<file path="config.mk">
export PLATFORM = sky130hd
export DESIGN_NAME = ats_sequencer
export DESIGN_NICKNAME = d
export VERILOG_FILES = /design/src/ats_pkg.sv /design/src/ats_tick_if.sv /design/src/ats_sequencer.sv /design/src/ats_clock_divider.sv
export SDC_FILE = /design/constraint.sdc
export NUM_CORES = 1
export LEC_CHECK = 0
export ABC_AREA = 1
export BUFFER_PORTS_ARGS = -buffer_cell sky130_fd_sc_hd__buf_4
export CAP_MARGIN = 30
export CORE_AREA = 2 2 84 86
export CTS_BUF_LIST = sky130_fd_sc_hd__clkbuf_4
export CTS_CLUSTER_SIZE = 16
export DETAILED_ROUTE_END_ITERATION = 7
export DIE_AREA = 0 0 86 88
export PLACE_DENSITY = 0.73
export SLEW_MARGIN = 20
export SYNTH_ARGS = -nofsm -noshare
export SYNTH_HDL_FRONTEND = slang
export SYNTH_HIERARCHICAL = 1
export SYNTH_SLANG_ARGS = --single-unit
</file>
<file path="constraint.sdc">
create_clock -name mclk -period 5.9 [get_ports mclk]
set_clock_uncertainty 0.1 [all_clocks]
set_input_delay 0.59 -clock mclk [delete_from_list [all_inputs] [get_ports mclk]]
set_output_delay 0.59 -clock mclk [all_outputs]
set_load 0.05 [all_outputs]
</file>
<file path="src/ats_pkg.sv">
// constants shared by the converter timing sequencer and its basic-clock divider
// assumes one cpu clock domain (mclk) for all users
package ats_pkg;

  // ==========================================================================
  // result format
  localparam int        RES_W    = 10;
  localparam logic [9:0] CODE_MIN = 10'h000;
  localparam logic [9:0] CODE_MAX = 10'h3ff;
  localparam logic [9:0] CODE_MSB = 10'h200;

  // ==========================================================================
  // basic clock divider: select code to cpu cycles per basic clock
  localparam logic [1:0] DIVSEL_4  = 2'h0;
  localparam logic [1:0] DIVSEL_2  = 2'h1;
  localparam logic [1:0] DIVSEL_16 = 2'h2;
  localparam logic [1:0] DIVSEL_8  = 2'h3;
  localparam logic [4:0] DIV_4     = 5'h04;
  localparam logic [4:0] DIV_2     = 5'h02;
  localparam logic [4:0] DIV_16    = 5'h10;
  localparam logic [4:0] DIV_8     = 5'h08;

  // ==========================================================================
  // sample window in basic clocks per select code
  localparam logic [1:0] SMPSEL_8  = 2'h0;
  localparam logic [1:0] SMPSEL_16 = 2'h1;
  localparam logic [1:0] SMPSEL_32 = 2'h2;
  localparam logic [1:0] SMPSEL_64 = 2'h3;
  localparam logic [6:0] SMP_8     = 7'h08;
  localparam logic [6:0] SMP_16    = 7'h10;
  localparam logic [6:0] SMP_32    = 7'h20;
  localparam logic [6:0] SMP_64    = 7'h40;

  // ==========================================================================
  // conversion and calibration timing
  localparam logic [6:0]  CONV_BC   = 7'h28;   // bit determination, basic clocks
  localparam logic [1:0]  STEP_LAST = 2'h3;    // four basic clocks per result bit
  localparam logic [1:0]  LOAD_CYC  = 2'h2;    // result load, cpu cycles
  localparam logic [11:0] CAL_BC    = 12'hd00; // reset calibration, basic clocks

  typedef enum logic [1:0] {IDLE, SAMPLE, CONVERT, LOAD} ats_state_type;

endpackage

</file>
<file path="src/ats_tick_if.sv">
// carrier between the sequencer and the basic clock divider
// assumes both ends run on mclk
`timescale 1ns/1ps
`default_nettype none

interface ats_tick_if;
  logic       restart;
  logic [1:0] divSel;
  logic       tick;

  modport sequencer (output restart, output divSel, input tick);
  modport divider   (input restart, input divSel, output tick);
endinterface

`default_nettype wire

</file>
<file path="src/ats_sequencer.sv">
// converter timing sequencer: sample window, successive approximation, load,
// reset calibration and out-of-range clamping
// assumes selects and startConv come from mclk logic; comparator flags are async
//
// Function
// basic clock is cpu clock divided by 4, 2, 16, 8 for codes 00..11
// sample window is 8, 16, 32 or 64 basic clocks per select code
// conversion lasts sample window plus 40 basic clocks plus 2 cpu clocks, exactly
// after reset calibration runs for 3328 basic clocks
// conversions allowed during calibration; calibration is extended by their time
// input below ground reads all zeros, above reference reads all ones
// after the sample window, input changes no longer affect the result
// software keeps basic clock between 0.5 and 6.25 MHz
// busy from start until result loaded, done pulse when result valid
`timescale 1ns/1ps
`default_nettype none

module ats_sequencer (
  // clock and reset
  input  wire logic       mclk,
  input  wire logic       sys_rst,
  // configuration
  input  wire logic [1:0] convClockDividerSelect,
  input  wire logic [1:0] sampleWindowSelect,
  // request
  input  wire logic       startConv,
  // analog front end
  input  wire logic       compHigh,
  input  wire logic       belowGround,
  input  wire logic       aboveSupply,
  output logic            trackInput,
  output logic [9:0]      dacCode,
  // status and result
  output logic            busy,
  output logic            convDone,
  output logic [9:0]      result,
  output logic            calBusy
);

  ats_tick_if tk ();

  ats_clock_divider u_div (
    .mclk    (mclk),
    .sys_rst (sys_rst),
    .tk      (tk)
  );

  // ==========================================================================
  // synchronisers for the analog comparator flags
  logic [2:0] syncA_r;
  logic [2:0] syncB_r;
  logic       compSync;
  logic       lowSync;
  logic       highSync;

  always_ff @(posedge mclk or posedge sys_rst) begin
    if (sys_rst) begin
      syncA_r <= 3'h0;
      syncB_r <= 3'h0;
    end else begin
      syncA_r <= {compHigh, belowGround, aboveSupply};
      syncB_r <= syncA_r;
    end
  end

  assign compSync = syncB_r[2];
  assign lowSync  = syncB_r[1];
  assign highSync = syncB_r[0];

  // ==========================================================================
  // state and counters
  ats_pkg::ats_state_type state_r;
  ats_pkg::ats_state_type state_nxt;
  logic [6:0]  bcCnt_r;
  logic [6:0]  bcCnt_nxt;
  logic [1:0]  loadCnt_r;
  logic [6:0]  smpLen_r;
  logic [6:0]  smpLen;
  logic [9:0]  code_r;
  logic [9:0]  code_nxt;
  logic [9:0]  mask_r;
  logic [9:0]  mask_nxt;
  logic        clampLow_r;
  logic        clampHigh_r;
  logic [9:0]  result_r;
  logic        done_r;
  logic [11:0] calCnt_r;
  logic        calBusy_r;

  logic idle;
  logic start;
  logic smpEnd;
  logic convEnd;
  logic bitStep;
  logic loadEnd;
  logic calStep;
  logic calEnd;

  // ==========================================================================
  // decode
  assign smpLen = (sampleWindowSelect == ats_pkg::SMPSEL_8)  ? ats_pkg::SMP_8  :
                  (sampleWindowSelect == ats_pkg::SMPSEL_16) ? ats_pkg::SMP_16 :
                  (sampleWindowSelect == ats_pkg::SMPSEL_32) ? ats_pkg::SMP_32 :
                                                               ats_pkg::SMP_64;

  assign idle    = (state_r == ats_pkg::IDLE);
  // a request while busy is ignored; there is no queue
  assign start   = idle && startConv;
  assign smpEnd  = (state_r == ats_pkg::SAMPLE) && tk.tick &&
                   (bcCnt_r == smpLen_r - 7'h01);
  assign convEnd = (state_r == ats_pkg::CONVERT) && tk.tick &&
                   (bcCnt_r == ats_pkg::CONV_BC - 7'h01);
  assign bitStep = (state_r == ats_pkg::CONVERT) && tk.tick &&
                   (bcCnt_r[1:0] == ats_pkg::STEP_LAST);
  assign loadEnd = (state_r == ats_pkg::LOAD) &&
                   (loadCnt_r == ats_pkg::LOAD_CYC - 2'h1);

  // calibration only advances while no conversion holds the converter
  assign calStep = calBusy_r && idle && !startConv && tk.tick;
  assign calEnd  = calStep && (calCnt_r == ats_pkg::CAL_BC - 12'h001);

  assign tk.restart = start;
  assign tk.divSel  = convClockDividerSelect;

  // ==========================================================================
  // next state
  always_comb begin
    state_nxt = state_r;
    bcCnt_nxt = bcCnt_r;
    case (state_r)
      ats_pkg::IDLE: begin
        bcCnt_nxt = 7'h00;
        if (start) state_nxt = ats_pkg::SAMPLE;
      end
      ats_pkg::SAMPLE: begin
        if (smpEnd) begin
          state_nxt = ats_pkg::CONVERT;
          bcCnt_nxt = 7'h00;
        end else if (tk.tick) begin
          bcCnt_nxt = bcCnt_r + 7'h01;
        end
      end
      ats_pkg::CONVERT: begin
        if (convEnd) begin
          state_nxt = ats_pkg::LOAD;
          bcCnt_nxt = 7'h00;
        end else if (tk.tick) begin
          bcCnt_nxt = bcCnt_r + 7'h01;
        end
      end
      ats_pkg::LOAD: begin
        if (loadEnd) state_nxt = ats_pkg::IDLE;
      end
      default: begin
        state_nxt = ats_pkg::IDLE;
        bcCnt_nxt = 7'h00;
      end
    endcase
  end

  // ==========================================================================
  // successive approximation: keep the trial bit when the input is above it
  assign mask_nxt = (state_r == ats_pkg::SAMPLE) ? ats_pkg::CODE_MSB :
                    bitStep ? (mask_r >> 1) : mask_r;
  assign code_nxt = (state_r == ats_pkg::SAMPLE) ? ats_pkg::CODE_MSB :
                    bitStep ? (((compSync ? code_r : (code_r & ~mask_r))) | (mask_r >> 1))
                            : code_r;

  always_ff @(posedge mclk or posedge sys_rst) begin
    if (sys_rst) begin
      state_r <= ats_pkg::IDLE;
      bcCnt_r <= 7'h00;
    end else begin
      state_r <= state_nxt;
      bcCnt_r <= bcCnt_nxt;
    end
  end

  always_ff @(posedge mclk or posedge sys_rst) begin
    if (sys_rst) begin
      code_r <= ats_pkg::CODE_MIN;
      mask_r <= ats_pkg::CODE_MIN;
    end else begin
      code_r <= code_nxt;
      mask_r <= mask_nxt;
    end
  end

  // window length is frozen at start so a select change cannot stretch it
  always_ff @(posedge mclk or posedge sys_rst) begin
    if (sys_rst)    smpLen_r <= ats_pkg::SMP_8;
    else if (start) smpLen_r <= smpLen;
  end

  always_ff @(posedge mclk or posedge sys_rst) begin
    if (sys_rst)                         loadCnt_r <= 2'h0;
    else if (state_r == ats_pkg::LOAD)   loadCnt_r <= loadCnt_r + 2'h1;
    else                                 loadCnt_r <= 2'h0;
  end

  // range flags are frozen with the sample, like the held input itself
  always_ff @(posedge mclk or posedge sys_rst) begin
    if (sys_rst) begin
      clampLow_r  <= 1'b0;
      clampHigh_r <= 1'b0;
    end else if (smpEnd) begin
      clampLow_r  <= lowSync;
      clampHigh_r <= highSync;
    end
  end

  // ==========================================================================
  // result load with out-of-range clamping
  always_ff @(posedge mclk or posedge sys_rst) begin
    if (sys_rst) begin
      result_r <= ats_pkg::CODE_MIN;
      done_r   <= 1'b0;
    end else begin
      done_r <= loadEnd;
      if (loadEnd) begin
        if (clampLow_r)       result_r <= ats_pkg::CODE_MIN;
        else if (clampHigh_r) result_r <= ats_pkg::CODE_MAX;
        else                  result_r <= code_r;
      end
    end
  end

  // ==========================================================================
  // reset calibration timer
  always_ff @(posedge mclk or posedge sys_rst) begin
    if (sys_rst) begin
      calCnt_r  <= 12'h000;
      calBusy_r <= 1'b1;
    end else if (calEnd) begin
      calBusy_r <= 1'b0;
    end else if (calStep) begin
      calCnt_r  <= calCnt_r + 12'h001;
    end
  end

  // ==========================================================================
  // outputs
  assign trackInput = (state_r == ats_pkg::SAMPLE);
  assign dacCode    = code_r;
  assign busy       = !idle;
  assign convDone   = done_r;
  assign result     = result_r;
  assign calBusy    = calBusy_r;

endmodule

`default_nettype wire

</file>
<file path="src/ats_clock_divider.sv">
// basic clock divider: one-cycle tick enable at mclk / 2, 4, 8 or 16
// assumes divSel is steady while a conversion runs
`timescale 1ns/1ps
`default_nettype none

module ats_clock_divider (
  // clock and reset
  input  wire logic    mclk,
  input  wire logic    sys_rst,
  // towards the sequencer
  ats_tick_if.divider  tk
);

  logic [4:0] divisor;
  logic [4:0] cnt_r;
  logic [4:0] cnt_nxt;
  logic       wrap;

  // ==========================================================================
  // divisor decode
  assign divisor = (tk.divSel == ats_pkg::DIVSEL_4)  ? ats_pkg::DIV_4  :
                   (tk.divSel == ats_pkg::DIVSEL_2)  ? ats_pkg::DIV_2  :
                   (tk.divSel == ats_pkg::DIVSEL_16) ? ats_pkg::DIV_16 :
                                                       ats_pkg::DIV_8;

  // restart aligns the first tick exactly one divisor after the start cycle
  assign wrap    = (cnt_r >= divisor - 5'h01);
  assign tk.tick = !tk.restart && wrap;
  assign cnt_nxt = (tk.restart || wrap) ? 5'h00 : cnt_r + 5'h01;

  always_ff @(posedge mclk or posedge sys_rst) begin
    if (sys_rst) cnt_r <= 5'h00;
    else         cnt_r <= cnt_nxt;
  end

endmodule

`default_nettype wire

</file>
* Yosys cells after proc, flatten, opt, wreduce, memory -nomap -nowiden
Cells that the tools add are included.
** Word-level totals
- Bits in registers :: 75
- Bits of input ports :: 10
- Output and inout port bits :: 24
- Word-level logic and storage cells :: 89
** Cells by class
- Order comparisons :: 1
- Mux-type cells :: 24
- Reductions and logical operators :: 23
- Eq/ne operators :: 16
- Add/subtract/negate cells :: 6
- Bitwise logic cells :: 4
** Operator list (number)
- $mux W10 :: 7
- $mux W7 :: 6
- $pmux W7 S3 :: 1
- $mux W5 :: 4
- $add A12 B1 Y12 const B :: 1
- $eq A12 B12 Y1 const B :: 1
- $logic_and A1 B1 Y1 :: 12
- $and A10 B10 Y10 :: 1
- $eq A2 B2 Y1 const B :: 5
- $mux W2 :: 5
- $not A10 Y10 :: 1
- $or A10 B9 Y10 :: 1
- $eq A2 B1 Y1 const B :: 4
- $pmux W2 S4 :: 1
- $add A7 B1 Y7 const B :: 1
- $eq A7 B6 Y1 const B :: 1
- $eq A7 B7 Y1 :: 1
- $sub A7 B1 Y7 const B :: 1
- $logic_not A2 Y1 :: 3
- $add A5 B1 Y5 const B :: 1
- $ge A5 B5 Y1 :: 1
- $sub A5 B1 Y5 const B :: 1
- $ne A2 B1 Y1 const B :: 2
- $ne A2 B2 Y1 const B :: 2
- 8 further kinds :: 10

* Logic depth before layout (Yosys ltp)
- Word-level depth :: 11
- Gate-level depth with buffers :: 16
- Depth with buffers taken out :: 16

* Modules after synthesis
The synthesis kept the hierarchy.
** Modules (own cells, without submodules)
- ats_sequencer :: area each 3179.3 µm², times used 1, seq. area each 1679.1 µm², cells an instance 351
- ats_clock_divider :: area each 356.6 µm², times used 1, seq. area each 125.1 µm², cells an instance 45

* Worst setup path before layout
No wires, ideal clock.
- Kind :: input -> register
- Start point :: input port convClockDividerSelect[0]
- End point :: register bcCnt_r[0]
- Buffers on the path :: 0
- Data arrival time :: 2.312 ns
- Library setup time :: 0.118 ns
- Path slack :: 3.370 ns
- Stages on the path :: 16
- Required time :: 5.682 ns
- Cell sequence :: inv_1 > nand2_1 > ha_1 > nand2_1 > nor2_2 > nand2_2 > a21oi_1 > nand2_2 > nor2_4 > nand2_2 > nor2_4 > nand3_4 > nand2_4 > nand2_4 > nand3_1 > nand2_1
** On the way
- Longest elaborated chain between the ends :: 11
- Elaborated cells between the ends (all ways) :: 17
- Those cells by class :: add/sub: 1; order compare: 1; eq/ne: 2; mux: 7; reduce/logical: 6
** Ends and longest elaborated chain
- from (decl) :: RTL line ats_sequencer.sv:23 : input wire logic [1:0] convClockDividerSelect,
- $eq A2 B2 Y1 :: RTL line ats_clock_divider.sv:23 : (tk.divSel == ats_pkg::DIVSEL_16) ? ats_pkg::DIV_16 :
- $mux W5 :: RTL line ats_clock_divider.sv:23
- $mux W5 :: RTL line ats_clock_divider.sv:22 : (tk.divSel == ats_pkg::DIVSEL_2) ? ats_pkg::DIV_2 :
- $mux W5 * :: RTL line ats_clock_divider.sv:21 : assign divisor = (tk.divSel == ats_pkg::DIVSEL_4) ? ats_pkg::DIV_4 :
- $sub A5 B1 Y5 * :: RTL line ats_clock_divider.sv:27 : assign wrap = (cnt_r >= divisor - 5'h01);
- $ge A5 B5 Y1 * :: RTL line ats_clock_divider.sv:27
- $logic_and A1 B1 Y1 * :: RTL line ats_clock_divider.sv:28 : assign tk.tick = !tk.restart && wrap;
- net tk.tick :: RTL line ats_tick_if.sv:9 : logic tick;
- $logic_and A1 B1 Y1, on equally long branches (2 in a row) :: RTL line ats_sequencer.sv:111, ats_sequencer.sv:109
- $mux W7, on equally long branches :: RTL line ats_sequencer.sv:144, ats_sequencer.sv:136
- $pmux W7 S3 * :: RTL line ats_sequencer.sv:130 : case (state_r)
- to (signal assigned) :: RTL line ats_sequencer.sv:175 : bcCnt_r <= bcCnt_nxt;
- to (decl) :: RTL line ats_sequencer.sv:74 : logic [6:0] bcCnt_r;
The timed path passes the listed nets; every way through them passes the cells marked *.
A chain may end at the register's enable or synchronous reset.

* Final worst setup path
- Start point :: register state_r[1]
- End point :: register calCnt_r[7]
** On the way
- Longest elaborated chain between the ends :: 8
- Elaborated cells between the ends (all ways) :: 10
- Those cells by class :: bitwise: 1; reduce/logical: 9
** Ends and longest elaborated chain
- from (decl) :: RTL line ats_sequencer.sv:72 : ats_pkg::ats_state_type state_r;
- from (signal assigned) :: RTL line ats_sequencer.sv:171 : state_r <= ats_pkg::IDLE;
- from (signal assigned) :: RTL line ats_sequencer.sv:174 : state_r <= state_nxt;
- $logic_not A2 Y1 * :: RTL line ats_sequencer.sv:106 : assign idle = (state_r == ats_pkg::IDLE);
- $logic_and A1 B1 Y1 * :: RTL line ats_sequencer.sv:108 : assign start = idle && startConv;
- net start :: RTL line ats_sequencer.sv:91 : logic start;
- $logic_not A1 Y1 * :: RTL line ats_clock_divider.sv:28
- $logic_and A1 B1 Y1 * :: RTL line ats_clock_divider.sv:28
- net tk.tick :: RTL line ats_tick_if.sv:9
- $logic_and A1 B1 Y1 * :: RTL line ats_sequencer.sv:119 : assign calStep = calBusy_r && idle && !startConv && tk.tick;
- $logic_and A1 B1 Y1 :: RTL line ats_sequencer.sv:120 : assign calEnd = calStep && (calCnt_r == ats_pkg::CAL_BC - 12'h001);
- $not A1 Y1 (no source line)
- $reduce_and A2 Y1 (no source line) *
- to (signal assigned) :: RTL line ats_sequencer.sv:237 : calCnt_r <= calCnt_r + 12'h001;
- to (decl) :: RTL line ats_sequencer.sv:87 : logic [11:0] calCnt_r;
Marked as above.

==> flow_summary.ini <==
[sta]
rsz0062_at_grt = no
final.min_clock_period_ps = 2920
relSlewSlack = 0.446
setup_viol = 0
drv_slew = 0
clock.fmax_mhz = 342
tns_ps = 0
finalCritPeriodShare = 0.495
finalHoldViolations = 0
worstMarginPinSlew_ps = 831

[floorplanning]
initial_core_util = 0.532
dieArea_um2 = 7570
fp.dieW_um = 86
die_y_um = 88
core-area_um2 = 6640
pin_count = 34
row_count = 30

[grt]
grt_first_pass_wirelength_um = 11500
first_global_vias = 2585
grt_max_degree = 68
grt_overflow = 0
grt_usage = 0.193
antenna_found_initial = 0

[logic_synthesis]
ys_seq_area_frac = 0.510
syn_inst = 396
synth_area_per_cell_um2 = 8.93
synth.distinct_cells = 36
yosysWarnings = 6
ys_ff_latch = 72
syn_nets = 421
async_flop_share = 1.00
synth_ff_type = dfrtp_1
synthesis.area_um2 = 3540
synth_edf_count = 0

[setup_path]
critPathLaunchType = flip-flop
worstSetupEndpointType = flip-flop
crit_fanout = 12
r2r_slack_ps = 2980
worstPathRequired_ps = 6100
worstSetupPathType = flip-flop to flip-flop
worstPathArrival_ps = 3120
r2r_cells = 9

[clock_network]
clock_latency_ps = 410
cts.reportedPaths.clkPinSlew_ps = 110
cts_buffers = 9
cts-root-buf = clkbuf_4
cts_resized = 0
htreeDepth = 3
tritoncts = built
clock_path_buffers = 2
cts.sinks = 72

[detailed_routing]
avgRoutedWirePerCell_um = 12.3
ant_nets = 0
drc = 0
dr.first_iter.drc_count = 160
avgViaCountPerCell = 5.10
wl_um = 6370
vias = 2637
dr.pass1.iters = 4

[final_layout]
final_common_cell = nand2_1
antennaDiodeCount = 0
drive_above_1_share = 0.165
nets = 457
syn2layout_area_growth_pct = 13.5
design_area_um2 = 4010
final_cell_mix = nand2_1, dfrtp_1, inv_1

[run_status]
outcome = complete, no violations

[place]
place_hpwl_um = 4540
numPortBuffers = 33
placed_cell_area_um2 = 3840
place.gp.congestion = 0.805

[power]
power.density_nw_per_um2 = 350
ir_drop_v = 0.000159
p_leak_uw = 0.00202

[hold_path]
worst_hold_path_type = input pin to flip-flop
min_path_cells = 1

[run]
cap_violations = 0
## sequential cells by signal, summed over array words and instances (netlist names)
register     flops
bcCnt_r          7
calBusy          1
calCnt_r        12
clampHigh_r      1
clampLow_r       1
convDone         1
dacCode         10
loadCnt_r        2
mask_r          10
result          10
smpLen_r         4
state_r          2
syncA_r          3
syncB_r          3
u_div/cnt_r      5
## through the flow
stage / std cells / utilization / total power (µW) / hold slack, ps / worst slack (ps)
4_1_cts: 517 / 0.604 / 1420 / 144 / 2990
2_1_floorplan: 396 / - / 961 / 231 / 3370
3_5_place_dp: 500 / 0.578 / 1070 / 236 / 2780
6_report: 517 / 0.604 / 1410 / 179 / 2980
5_1_grt: 517 / 0.604 / 1500 / 135 / 2650
3_3_place_gp: 500 / 0.578 / 1050 / 232 / 2900
## final cells by class
type / instances / area (µm²)
clock buffers: 9 / 67.6
multi-input cells: 254 / 1450
inverters: 60 / 225
fillers: 595 / 2630
clock inverters: 7 / 96.3
repair buffers: 35 / 265
flip-flops and latches: 72 / 1800
well taps: 80 / 100
## logic make-up after synthesis
kind of cell	synth area share
simple gates	0.208
buf+inv	0.0786
compound gates	0.102
fa+ha+maj	0.0531
xor+xnor	0.0446
other cells	0.00106
mux	0.00318
flops	0.510
## final timing paths
| kind | end | start |
|---|---|---|
| worst min-delay path | syncA_r[2] | compHigh |
| worst min register to register | syncB_r[2] | syncA_r[2] |
| max in group asynchronous | mask_r[0] | sys_rst |
| worst max register to register | calCnt_r[7] | state_r[1] |
| min in group asynchronous | u_div/cnt_r[3] | sys_rst |
| worst max-delay path | calCnt_r[7] | state_r[1] |
## worst max-delay path, cell delays in order (launching register included)
cell and delay, ps:
dfrtp_1 460, inv_1 110, ha_1 210, nand2_1 70, clkinv_1 230, a21oi_1 530, nand3_1 170, nor2_1 610
nand2_1 140, xnor2_1 170
## cell usage after synthesis, types with 2 or more instances
cell | instances | area (µm²)
o31ai_1 | 10 | 75.1
clkbuf_1 | 5 | 18.8
or2_2 | 2 | 12.5
nand4_1 | 6 | 37.5
nand3_1 | 22 | 110
nor2_1 | 33 | 124
nand2_2 | 4 | 25.0
nand2_4 | 2 | 22.5
nor2_4 | 2 | 22.5
o22ai_1 | 17 | 106
xnor2_1 | 4 | 35.0
nand3_2 | 2 | 20.0
inv_1 | 59 | 221
nor3_1 | 6 | 30.0
xor2_1 | 14 | 123
buf_2 | 3 | 15.0
o21ai_0 | 19 | 95.1
o21ai_1 | 4 | 20.0
dfrtp_1 | 70 | 1750
nor2_2 | 2 | 12.5
dfstp_2 | 2 | 52.6
nand2_1 | 80 | 300
ha_1 | 15 | 188
## where the power goes
group / total, µW / leakage (µW) / switching [µW] / internal, µW
clock: 347 / 0.0000781 / 175 / 171
combinational: 465 / 0.00101 / 313 / 152
sequential: 594 / 0.000929 / 44.1 / 549
total: 1410 / 0.00202 / 532 / 873
## per-layer routing
layer  track usage  share of wire
met5             0              0
met4        0.0606          0.010
met3        0.0631          0.039
met2         0.323           0.49
met1         0.240           0.46
## what timing repair did
action / 4_1_cts / 5_1_grt
hold buffers: 1 / 0
buffers inserted: 0 / 0
hold endpoints to repair: 5 / 0
Note: power is estimated with default switching activity, not from simulation.
